==> config.mk <==
export PLATFORM = sky130hd
export DESIGN_NAME = adc_serial_readout_standby
export DESIGN_NICKNAME = d
export VERILOG_FILES = /design/src/rtl/adc_readout_pkg.sv /design/src/rtl/adc_serial_readout_standby.sv /design/src/rtl/result_fifo.sv /design/src/rtl/sinc_decimator.sv
export SDC_FILE = /design/constraint.sdc
export NUM_CORES = 2
export LEC_CHECK = 0
export ABC_AREA = 1
export BUFFER_PORTS_ARGS = -buffer_cell sky130_fd_sc_hd__buf_2
export CORE_ASPECT_RATIO = 0.9
export CORE_MARGIN = 4
export CORE_UTILIZATION = 60
export CTS_CLUSTER_DIAMETER = 150
export DETAILED_ROUTE_END_ITERATION = 10
export GPL_TIMING_DRIVEN = 0
export PLACE_DENSITY = 0.79
export SYNTH_ARGS = -nofsm -noshare
export SYNTH_HDL_FRONTEND = slang
export SYNTH_SLANG_ARGS = --single-unit
==> constraint.sdc <==
create_clock -name i_clk -period 10.81 [get_ports i_clk]
set_clock_uncertainty 0.2 [all_clocks]
set_input_delay 1.081 -clock i_clk [delete_from_list [all_inputs] [get_ports i_clk]]
set_output_delay 1.081 -clock i_clk [all_outputs]
set_load 0.1 [all_outputs]
==> src/rtl/adc_readout_pkg.sv <==
// Constants shared by the bridge-sensor converter control logic.
// Assumes a single 100 MHz system clock drives every block that imports it.
package adc_readout_pkg;

    // System clock and modulator sampling rate.
    localparam int unsigned CLK_HZ = 100_000_000;
    localparam int unsigned MOD_RATE_HZ = 76_800;
    localparam int unsigned DIV_W = 11;
    localparam int unsigned MOD_DIV_CYC = CLK_HZ / MOD_RATE_HZ;

    // Output data rates and the matching decimation ratios.
    localparam int unsigned RATE_SLOW_SPS = 10;
    localparam int unsigned RATE_FAST_SPS = 80;
    localparam int unsigned DECIM_W = 13;
    localparam int unsigned DECIM_SLOW = MOD_RATE_HZ / RATE_SLOW_SPS;
    localparam int unsigned DECIM_FAST = MOD_RATE_HZ / RATE_FAST_SPS;

    // Filter order, accumulator width and scaling shifts per rate.
    localparam int unsigned FILT_ORDER = 4;
    localparam int unsigned ACC_W = 56;
    localparam int unsigned SHIFT_W = 6;
    localparam logic [SHIFT_W-1:0] SHIFT_SLOW = 6'h23;
    localparam logic [SHIFT_W-1:0] SHIFT_FAST = 6'h17;

    // Result word format.
    localparam int unsigned RESULT_W = 18;
    localparam logic [RESULT_W-1:0] CODE_ZERO = 18'h00000;
    localparam logic [RESULT_W-1:0] CODE_POS_FS = 18'h1FFFF;
    localparam logic [RESULT_W-1:0] CODE_NEG_FS = 18'h20000;
    localparam logic [4:0] MSB_INDEX = 5'h11;

    // Result update interval.
    localparam int unsigned RESULT_UPDATE_INTERVAL_US = 90;
    localparam int unsigned CYC_PER_US = CLK_HZ / 1_000_000;
    localparam int unsigned UPDATE_CYC = RESULT_UPDATE_INTERVAL_US * CYC_PER_US;

    // Least standby activation time, per rate.
    localparam int unsigned STANDBY_FAST_US = 12_500;
    localparam int unsigned STANDBY_SLOW_US = 100_000;
    localparam int unsigned STANDBY_FAST_CYC = STANDBY_FAST_US * CYC_PER_US;
    localparam int unsigned STANDBY_SLOW_CYC = STANDBY_SLOW_US * CYC_PER_US;
    localparam int unsigned CNT_W = 24;

    // Results dropped after a filter restart; the next one is settled.
    localparam logic [1:0] SETTLE_DROP = 2'h3;

    // Result buffer depth.
    localparam int unsigned FIFO_DEPTH = 8;

    // Readout sequencer states.
    typedef enum logic [2:0] {
        ST_WAIT = 3'b000,
        ST_UPDATE = 3'b001,
        ST_READY = 3'b010,
        ST_SHIFT = 3'b011,
        ST_HOLD = 3'b100,
        ST_HIGH = 3'b101,
        ST_STANDBY = 3'b110
    } readout_state_t;

endpackage : adc_readout_pkg

==> src/rtl/adc_serial_readout_standby.sv <==
// Digital control of an 18-bit bridge-sensor converter: filtering,
// serial readout on one ready/data line, standby and power-down.
// Assumes all pins are asynchronous to i_clk and the analog modulator
// delivers one bit per sample on i_mod_bit.
//
// What this block does
// - Bridge switch closed converting, open otherwise.
// - Rate pin low 10SPS, high 80SPS.
// - 76.8kHz modulator, fourth-order sinc decimation.
// - Results are 18-bit two's complement.
// - Clip at 1FFFFh and 20000h, never wrap.
// - Line falls on ready; first edge gives MSB.
// - Each later rising edge gives next bit.
// - Nineteenth edge forces line high until ready.
// - After 18 edges last bit holds until update.
// - Unread result overwritten after one conversion.
// - Shift clock held high requests standby.
// - Standby needs 12.5ms or 100ms high.
// - Standby allowed anywhere in a readback.
// - In standby the line stays high.
// - Clock low exits; first result is valid.
// - Slow rate first result near 400.1ms.
// - Power-down pin low resets whole converter.
// - Power-down allowed anywhere in a readback.
`timescale 1ns/100ps
`default_nettype none
module adc_serial_readout_standby
    import adc_readout_pkg::*;
#(
    parameter int unsigned MOD_DIV_P = MOD_DIV_CYC,
    parameter int unsigned DECIM_SLOW_P = DECIM_SLOW,
    parameter int unsigned DECIM_FAST_P = DECIM_FAST,
    parameter int unsigned UPDATE_CYC_P = UPDATE_CYC,
    parameter int unsigned STANDBY_FAST_CYC_P = STANDBY_FAST_CYC,
    parameter int unsigned STANDBY_SLOW_CYC_P = STANDBY_SLOW_CYC
) (
    input wire logic i_clk,
    input wire logic i_rst,
    input wire logic i_power_down_n,
    input wire logic i_rate_fast,
    input wire logic i_shift_clk,
    input wire logic i_mod_bit,
    output logic o_ready_data_out,
    output logic o_bridge_switch,
    output logic o_modulator_on
);
    // Pin synchronisers: bit 0 power-down, 1 rate, 2 shift clock, 3 modulator.
    logic [3:0] sync1_ff;
    logic [3:0] sync2_ff;
    logic shift_clk_prev_ff;
    logic rate_prev_ff;

    // Modulator sample divider.
    logic [DIV_W-1:0] div_cnt_ff;
    logic sample_en_ff;

    // Readout sequencer.
    readout_state_t state_ff;
    readout_state_t nxt_state;
    logic [RESULT_W-1:0] data_ff;
    logic [4:0] bit_idx_ff;
    logic [CNT_W-1:0] upd_cnt_ff;
    logic [CNT_W-1:0] high_cnt_ff;
    logic [1:0] drop_cnt_ff;
    logic line_ff;
    logic nxt_line;
    logic bridge_ff;
    logic mod_on_ff;

    // Filter and buffer handshakes.
    logic filt_valid;
    logic [RESULT_W-1:0] filt_result;
    logic fifo_in_ready;
    logic fifo_out_valid;
    logic [RESULT_W-1:0] fifo_out_data;

    // Two flops before any logic looks at a pin.
    // Reset levels are power-down off and shift clock high, so a clock held high
    // across a release gives no false edge.
    always_ff @(posedge i_clk) begin
        if (i_rst) begin
            sync1_ff <= 4'h5;
            sync2_ff <= 4'h5;
        end else begin
            sync1_ff <= {i_mod_bit, i_shift_clk, i_rate_fast, i_power_down_n};
            sync2_ff <= sync1_ff;
        end
    end

    wire pd_n = sync2_ff[0];
    wire rate_fast = sync2_ff[1];
    wire sclk = sync2_ff[2];
    wire mod_bit = sync2_ff[3];

    // Power-down acts as a synchronous reset of everything behind the pins.
    // A pulse under one clock may be missed; hold it low.
    wire core_rst = i_rst || !pd_n;

    // Edge detection on the synchronised shift clock.
    // Resetting high avoids an edge right after release.
    always_ff @(posedge i_clk) begin
        if (core_rst) begin
            shift_clk_prev_ff <= 1'b1;
            rate_prev_ff <= 1'b0;
        end else begin
            shift_clk_prev_ff <= sclk;
            rate_prev_ff <= rate_fast;
        end
    end

    wire sclk_rise = sclk && !shift_clk_prev_ff;
    wire rate_change = (rate_fast != rate_prev_ff);

    // One-cycle sample enable at the modulator rate.
    // Stopping in standby keeps the modulator quiet.
    wire div_wrap = (div_cnt_ff == DIV_W'(MOD_DIV_P - 1));
    always_ff @(posedge i_clk) begin
        if (core_rst || state_ff == ST_STANDBY) begin
            div_cnt_ff <= '0;
            sample_en_ff <= 1'b0;
        end else begin
            div_cnt_ff <= div_wrap ? '0 : div_cnt_ff + 1'b1;
            sample_en_ff <= div_wrap;
        end
    end

    // Decimation and scaling follow the rate pin.
    // The shifts leave headroom; the clip guards the rest.
    wire [DECIM_W-1:0] decim = rate_fast ? DECIM_W'(DECIM_FAST_P) : DECIM_W'(DECIM_SLOW_P);
    wire [SHIFT_W-1:0] shift = rate_fast ? SHIFT_FAST : SHIFT_SLOW;

    // The filter restarts from empty after standby or a rate change, so
    // its first few results cover only part of the filter window and are dropped.
    wire in_standby = (state_ff == ST_STANDBY);
    wire filt_clear = in_standby || rate_change;
    wire dropping = (drop_cnt_ff != 2'h0);
    wire filt_ready = dropping || fifo_in_ready;
    wire fifo_push = filt_valid && !dropping;

    sinc_decimator u_filter (
        .i_clk(i_clk),
        .i_rst(core_rst),
        .i_clear(filt_clear),
        .i_sample_en(sample_en_ff),
        .i_bit(mod_bit),
        .i_decim(decim),
        .i_shift(shift),
        .o_valid(filt_valid),
        .i_ready(filt_ready),
        .o_result(filt_result)
    );

    // Count discarded results after reset, standby exit or rate change.
    always_ff @(posedge i_clk) begin
        if (core_rst || filt_clear) drop_cnt_ff <= SETTLE_DROP;
        else if (filt_valid && dropping) drop_cnt_ff <= drop_cnt_ff - 1'b1;
    end

    // The sequencer drains the buffer except while it is loading a word or in standby.
    // Results are far apart, so one word rarely waits.
    wire seq_take = fifo_out_valid && (state_ff != ST_UPDATE) && !in_standby;

    result_fifo #(
        .WIDTH(RESULT_W),
        .DEPTH(FIFO_DEPTH)
    ) u_fifo (
        .i_clk(i_clk),
        .i_rst(core_rst),
        .i_flush(in_standby),
        .i_in_valid(fifo_push),
        .o_in_ready(fifo_in_ready),
        .i_in_data(filt_result),
        .o_out_valid(fifo_out_valid),
        .i_out_ready(seq_take),
        .o_out_data(fifo_out_data)
    );

    // Standby is timed only once the ready line has fallen.
    wire after_ready = (state_ff == ST_READY) || (state_ff == ST_SHIFT) ||
        (state_ff == ST_HOLD) || (state_ff == ST_HIGH);
    wire [CNT_W-1:0] standby_lim = rate_fast ? CNT_W'(STANDBY_FAST_CYC_P - 1) :
        CNT_W'(STANDBY_SLOW_CYC_P - 1);
    // Once armed, the count survives a new update: at the slow
    // rate the activation time outlasts a conversion.
    wire hi_armed = after_ready || (high_cnt_ff != '0);
    wire standby_hit = hi_armed && sclk && (high_cnt_ff == standby_lim);
    wire upd_done = (upd_cnt_ff == CNT_W'(UPDATE_CYC_P - 1));

    // High-time counter restarts whenever the clock drops.
    // It stops at the limit so standby holds with the clock.
    always_ff @(posedge i_clk) begin
        if (core_rst || !sclk || !hi_armed) high_cnt_ff <= '0;
        else if (!standby_hit) high_cnt_ff <= high_cnt_ff + 1'b1;
    end

    // Next state and next line level.
    // Standby outranks a new result so no request is lost;
    // a word taken in that cycle is loaded into data_ff but never shifted out.
    always_comb begin
        nxt_state = state_ff;
        nxt_line = line_ff;
        if (standby_hit) begin
            nxt_state = ST_STANDBY;
            nxt_line = 1'b1;
        end else if (in_standby) begin
            nxt_line = 1'b1;
            if (!sclk) nxt_state = ST_WAIT;
        end else if (seq_take) begin
            nxt_state = ST_UPDATE;
            nxt_line = 1'b1;
        end else begin
            case (state_ff)
                ST_WAIT: begin
                    nxt_line = 1'b1;
                end
                ST_UPDATE: begin
                    if (upd_done) begin
                        nxt_state = ST_READY;
                        nxt_line = 1'b0;
                    end
                end
                ST_READY: begin
                    if (sclk_rise) begin
                        nxt_state = ST_SHIFT;
                        nxt_line = data_ff[MSB_INDEX];
                    end
                end
                ST_SHIFT: begin
                    if (sclk_rise) begin
                        nxt_line = data_ff[bit_idx_ff];
                        if (bit_idx_ff == 5'h00) nxt_state = ST_HOLD;
                    end
                end
                ST_HOLD: begin
                    if (sclk_rise) begin
                        nxt_state = ST_HIGH;
                        nxt_line = 1'b1;
                    end
                end
                ST_HIGH: begin
                    nxt_line = 1'b1;
                end
                default: begin
                    nxt_state = ST_WAIT;
                    nxt_line = 1'b1;
                end
            endcase
        end
    end

    // Sequencer state and line register.
    always_ff @(posedge i_clk) begin
        if (core_rst) begin
            state_ff <= ST_WAIT;
            line_ff <= 1'b1;
        end else begin
            state_ff <= nxt_state;
            line_ff <= nxt_line;
        end
    end

    // Result capture and bit index.
    // The index wraps in the hold state, which never reads it.
    always_ff @(posedge i_clk) begin
        if (core_rst) begin
            data_ff <= CODE_ZERO;
            bit_idx_ff <= MSB_INDEX;
        end else if (seq_take) begin
            data_ff <= fifo_out_data;
            bit_idx_ff <= MSB_INDEX;
        end else if (sclk_rise && (state_ff == ST_READY || state_ff == ST_SHIFT)) begin
            bit_idx_ff <= bit_idx_ff - 1'b1;
        end
    end

    // The line stays high for the whole update interval before falling.
    // The count parks at its end value until the state moves.
    always_ff @(posedge i_clk) begin
        if (core_rst || state_ff != ST_UPDATE) upd_cnt_ff <= '0;
        else if (!upd_done) upd_cnt_ff <= upd_cnt_ff + 1'b1;
    end

    // Switch and modulator power follow the conversion state.
    // Both follow the next state, in step with the line.
    always_ff @(posedge i_clk) begin
        if (core_rst) begin
            bridge_ff <= 1'b0;
            mod_on_ff <= 1'b0;
        end else begin
            bridge_ff <= (nxt_state != ST_STANDBY);
            mod_on_ff <= (nxt_state != ST_STANDBY);
        end
    end

    assign o_ready_data_out = line_ff;
    assign o_bridge_switch = bridge_ff;
    assign o_modulator_on = mod_on_ff;
endmodule : adc_serial_readout_standby
`default_nettype wire

==> src/rtl/result_fifo.sv <==
// Small synchronous FIFO holding finished conversion results.
// Assumes both sides run on i_clk; i_flush empties it in one cycle.
`timescale 1ns/100ps
`default_nettype none
module result_fifo #(
    parameter int unsigned WIDTH = 18,
    parameter int unsigned DEPTH = 8
) (
    input wire logic i_clk,
    input wire logic i_rst,
    input wire logic i_flush,
    input wire logic i_in_valid,
    output logic o_in_ready,
    input wire logic [WIDTH-1:0] i_in_data,
    output logic o_out_valid,
    input wire logic i_out_ready,
    output logic [WIDTH-1:0] o_out_data
);
    localparam int unsigned AW = $clog2(DEPTH);

    logic [WIDTH-1:0] mem_ff [DEPTH];
    logic [AW:0] wr_ptr_ff;
    logic [AW:0] rd_ptr_ff;

    // Pointers carry one extra bit so full and empty differ honestly.
    wire empty = (wr_ptr_ff == rd_ptr_ff);
    wire full = (wr_ptr_ff == {~rd_ptr_ff[AW], rd_ptr_ff[AW-1:0]});
    wire do_push = i_in_valid && !full;
    wire do_pop = i_out_ready && !empty;

    assign o_in_ready = !full;
    assign o_out_valid = !empty;
    assign o_out_data = mem_ff[rd_ptr_ff[AW-1:0]];

    // Storage is written only on an accepted push.
    always_ff @(posedge i_clk) begin
        if (do_push) begin
            mem_ff[wr_ptr_ff[AW-1:0]] <= i_in_data;
        end
    end

    // Pointer update; a flush discards everything held.
    always_ff @(posedge i_clk) begin
        if (i_rst || i_flush) begin
            wr_ptr_ff <= '0;
            rd_ptr_ff <= '0;
        end else begin
            if (do_push) wr_ptr_ff <= wr_ptr_ff + 1'b1;
            if (do_pop) rd_ptr_ff <= rd_ptr_ff + 1'b1;
        end
    end
endmodule : result_fifo
`default_nettype wire

==> src/rtl/sinc_decimator.sv <==
// Fourth-order sinc decimation filter for a one-bit modulator stream.
// Assumes i_sample_en pulses once per modulator sample on i_clk.
`timescale 1ns/100ps
`default_nettype none
module sinc_decimator
    import adc_readout_pkg::*;
(
    input wire logic i_clk,
    input wire logic i_rst,
    input wire logic i_clear,
    input wire logic i_sample_en,
    input wire logic i_bit,
    input wire logic [DECIM_W-1:0] i_decim,
    input wire logic [SHIFT_W-1:0] i_shift,
    output logic o_valid,
    input wire logic i_ready,
    output logic [RESULT_W-1:0] o_result
);
    logic [ACC_W-1:0] integ_ff [FILT_ORDER];
    logic [ACC_W-1:0] dly_ff [FILT_ORDER];
    logic [ACC_W-1:0] comb_in [FILT_ORDER+1];
    logic [ACC_W-1:0] integ_in [FILT_ORDER];
    logic [DECIM_W-1:0] dec_cnt_ff;
    logic [RESULT_W-1:0] result_ff;
    logic valid_ff;

    // The modulator bit stands for +1 or -1 full scale.
    wire [ACC_W-1:0] sample = i_bit ? {{(ACC_W-1){1'b0}}, 1'b1} : {ACC_W{1'b1}};
    wire dec_tick = i_sample_en && (dec_cnt_ff == i_decim - 1'b1);

    // Integrators and combs wrap modulo the width, which the comb cancels.
    genvar k;
    generate
        for (k = 0; k < FILT_ORDER; k++) begin : g_stage
            if (k == 0) begin : g_head
                assign integ_in[k] = sample;
            end else begin : g_tail
                assign integ_in[k] = integ_ff[k-1];
            end
            assign comb_in[k+1] = comb_in[k] - dly_ff[k];
            always_ff @(posedge i_clk) begin
                if (i_rst || i_clear) begin
                    integ_ff[k] <= '0;
                    dly_ff[k] <= '0;
                end else begin
                    if (i_sample_en) integ_ff[k] <= integ_ff[k] + integ_in[k];
                    if (dec_tick) dly_ff[k] <= comb_in[k];
                end
            end
        end
    endgenerate
    assign comb_in[0] = integ_ff[FILT_ORDER-1];

    // Scale to the result width and clip rather than wrap at full scale.
    wire signed [ACC_W-1:0] scaled = $signed(comb_in[FILT_ORDER]) >>> i_shift;
    wire signed [ACC_W-1:0] pos_lim = ACC_W'($signed(CODE_POS_FS));
    wire signed [ACC_W-1:0] neg_lim = -pos_lim - 1'sb1;
    wire [RESULT_W-1:0] clipped = (scaled > pos_lim) ? CODE_POS_FS :
        (scaled < neg_lim) ? CODE_NEG_FS : scaled[RESULT_W-1:0];

    // Decimation counter.
    always_ff @(posedge i_clk) begin
        if (i_rst || i_clear) dec_cnt_ff <= '0;
        else if (dec_tick) dec_cnt_ff <= '0;
        else if (i_sample_en) dec_cnt_ff <= dec_cnt_ff + 1'b1;
    end

    // A result waits for the consumer; a newer one replaces it.
    always_ff @(posedge i_clk) begin
        if (i_rst || i_clear) begin
            valid_ff <= 1'b0;
            result_ff <= CODE_ZERO;
        end else if (dec_tick) begin
            valid_ff <= 1'b1;
            result_ff <= clipped;
        end else if (i_ready) begin
            valid_ff <= 1'b0;
        end
    end

    assign o_valid = valid_ff;
    assign o_result = result_ff;
endmodule : sinc_decimator
`default_nettype wire

==> impl_metrics.toml <==
[logic_synthesis]
syn_area_um2 = 52900
ys_ff_latch = 732
synthSimpleGateAreaFrac_pct = 18.13
syn_avg_cell_area_um2 = 7.717
synth_xor_area_share_pct = 3.243
synth_compound_area_share_pct = 19.77
synth_nets = 7316
synth.distinct_cells = 68
ys.flop_type = "edfxtp_1"
syn_inst = 6855
synth_enable_flop_cells = 592
synthAdderAreaFrac_pct = 10.86
ys_seq_area_share_pct = 38.90
synthMuxAreaShare_pct = 0
yosysWarnings = 0
async_flop_share_pct = 0
synth_top_family_by_area = "compound AO/OA/AOI/OAI gates"

[cts]
clk_pin_slew_ns = 0.06
clock-sinks = 732
cts_buffers = 80
cts-root-to-sink-buffers = 3
htreeDepth = 3
clockRootBuffer = "clkbuf_16"
clk-insertion-delay-late_ns = 0.66
cts_tree = "yes"

[cells_and_area]
syn_to_final_growth_pct = 8.829
final_common_cell = "inv_1"
drive_gt1_share_pct = 3.572
fin_nets = 7421
fillCellCount = 7422
final_util_pct = 65.69
final_cell_mix = "inv_1, nand2_1, nor2_1"
n_antenna_cell = 0

[critical_path]
cp_slowest_cell = "ha_1"
cpMostUsedCell = "nand2_1"
endpoint_kind = "flop"
worstPathRequired_ns = 11.22
startpoint_type = "flop"
cp_max_fo = 10
path_class = "flop to flop"
critPathMaxStageDelay_ns = 0.41
cp.arrival_ns = 10.34

[outcome]
status = "finished, final reports clean"

[die]
die-area_um2 = 92990
die_y_um = 289.7
die_w_um = 321.0
start_util_pct = 60.36
ioPinCount = 9
core_um2 = 87630
num_rows = 103

[drt]
drtIter0Drc = 3683
drcViolationCount = 0
vias = 46840
avgViaCountPerCell = 5.725
routed_wl_mm = 133.9
wl_per_cell_um = 16.37
ant_nets = 0
drt_pass1_iterations = 6

[place]
pre_cts_ws_ns = 0.8120
io_buffers = 7
routabilityCongestion = 0.9757
dp_hpwl_mm = 104.3

[flow_run]
cap_violations = 0

[power]
p_sw_share_pct = 49.19
p_comb_share_pct = 60.8
peakVddDrop_v = 0.0002691
power_frac_seq_pct = 20.5
p_sw_w = 0.007684
power_density_nw_per_um2 = 271.3
intPower_w = 0.007936
p_clk_share_pct = 18.7
leakagePower_nw = 25.14

[global_route]
antenna_found_initial = 0
grt_max_degree = 70
overflow = 0
grt_pass1_wl_mm = 215.6
grtUsageTotal_pct = 28.08
grt_pass1_vias = 44420

[timing]
slew_headroom_pct = 24.56
hold-worst-slack_ns = 0.2157
fin_crit_ns = 9.933
fmax_mhz = 100.7
setup_viol = 0
slew_violations = 0
post-route-period-util_pct = 91.89
tightest_slew_ns = 1.132
setup_ws_ns = 0.8769
hold_viol_final = 0
rsz0062_at_grt = "false"

[min_path]
hold_path_class = "flop to flop"
==> cell type report <==
| type | instances | area [µm²] | share of cell area, % |
|---|---|---|---|
| sequential | 732 | 20580 | 35.75 |
| multi-input combinational | 4848 | 27560 | 47.88 |
| buffer | 102 | 414.1 | 0.7194 |
| timing repair buffer | 23 | 329.1 | 0.5716 |
| clock inverter | 45 | 608.1 | 1.056 |
| inverter | 1173 | 4403 | 7.648 |
| clock buffer | 104 | 2227 | 3.869 |
| tap | 1155 | 1445 | 2.510 |
==> final timing paths <==
check / slack (ns) / cells after the start / start / endpoint
setup / recovery: 0.88 / 60 / u_filter.integ_ff[3][0] / u_filter.o_result[15]
hold / removal: 0.22 / 2 / sync1_ff[1] / sync2_ff[1]
setup reg to reg: 0.88 / 60 / u_filter.integ_ff[3][0] / u_filter.o_result[15]
hold reg to reg: 0.22 / 2 / sync1_ff[1] / sync2_ff[1]
==> cell usage after synthesis (42+ instances only) <==
library cell	n	area, µm²
a21o_1	42	315.3
nand4_1	55	344.1
nor3_1	72	360.4
o21a_1	84	630.6
xor2_1	137	1200
a31oi_1	126	788.3
edfxtp_1	592	17780
clkbuf_1	93	349.1
nand2_1	1042	3911
inv_1	1164	4369
dfxtp_1	140	2803
nor2_1	854	3206
xnor2_1	57	499.2
nand3_1	178	890.9
o21ai_0	531	2658
ha_1	448	5605
a21oi_1	836	4184
==> logic make-up after synthesis <==
logic type,count (synthesis)
buffers and inverters,1275
DFF,732
adders and majority gates,455
xor gates and xnor gates,195
AOI/OAI and AO/OA,1873
and+or+nand+nor,2325
==> through the flow <==
step                      power (W)  TNS (ns)  instances  area, µm²
final                       0.01562         0       8182      57570
after global routing        0.01689         0       8182      57570
after CTS                   0.01544         0       8181      57540
after detailed placement    0.01251         0       8032      54700
after global placement      0.01244   -398.22       8017      54380
after floorplan             0.01017         0       6855      52900
==> flip-flops by register name (all words and copies together) (netlist names), 2 cells and up <==
name	flops
high_cnt_ff	24
sync2_ff	4
bit_idx_ff	5
upd_cnt_ff	24
div_cnt_ff	11
u_filter.o_result	18
u_filter.dec_cnt_ff	13
data_ff	18
u_fifo.mem_ff	144
u_filter.dly_ff	224
u_filter.integ_ff	224
u_fifo.wr_ptr_ff	4
sync1_ff	4
u_fifo.rd_ptr_ff	4
drop_cnt_ff	2
state_ff	3
==> critical path: cells and delay by family, from the launching register on <==
kind	cells	cell delay (ns)
simple gates	27	3.22
compound gates	16	3.12
fa+ha+maj	5	1.54
buf+inv	9	0.81
xor+xnor	3	0.57
flops	1	0.40
==> power by group through the flow <==
stage / Sequential [W] / Combinational (W) / Clock (W)
floorplan: 0.00327 / 0.00690 / 0
global placement: 0.00331 / 0.00913 / 0
detailed placement: 0.00326 / 0.00924 / 0
CTS: 0.00321 / 0.00929 / 0.00295
global route: 0.00321 / 0.0106 / 0.00307
finish: 0.00321 / 0.00949 / 0.00292
==> routing by layer <==
layer	part of all wire (%)	GRT usage (%)	routed length, µm
met1	45	37.00	59690
met2	46	47.95	61950
met3	5.5	3.489	7361
met4	3.7	10.24	4943
met5	0	0	0
==> what timing repair did <==
| action | 4_1_cts | 5_1_grt |
|---|---|---|
| hold buffers | 0 | 0 |
| gates resized for setup | 0 | 5 |
| setup endpoints to repair | 0 | 17 |
| buffers inserted | 0 | 1 |
(Power assumes the default switching activity.)
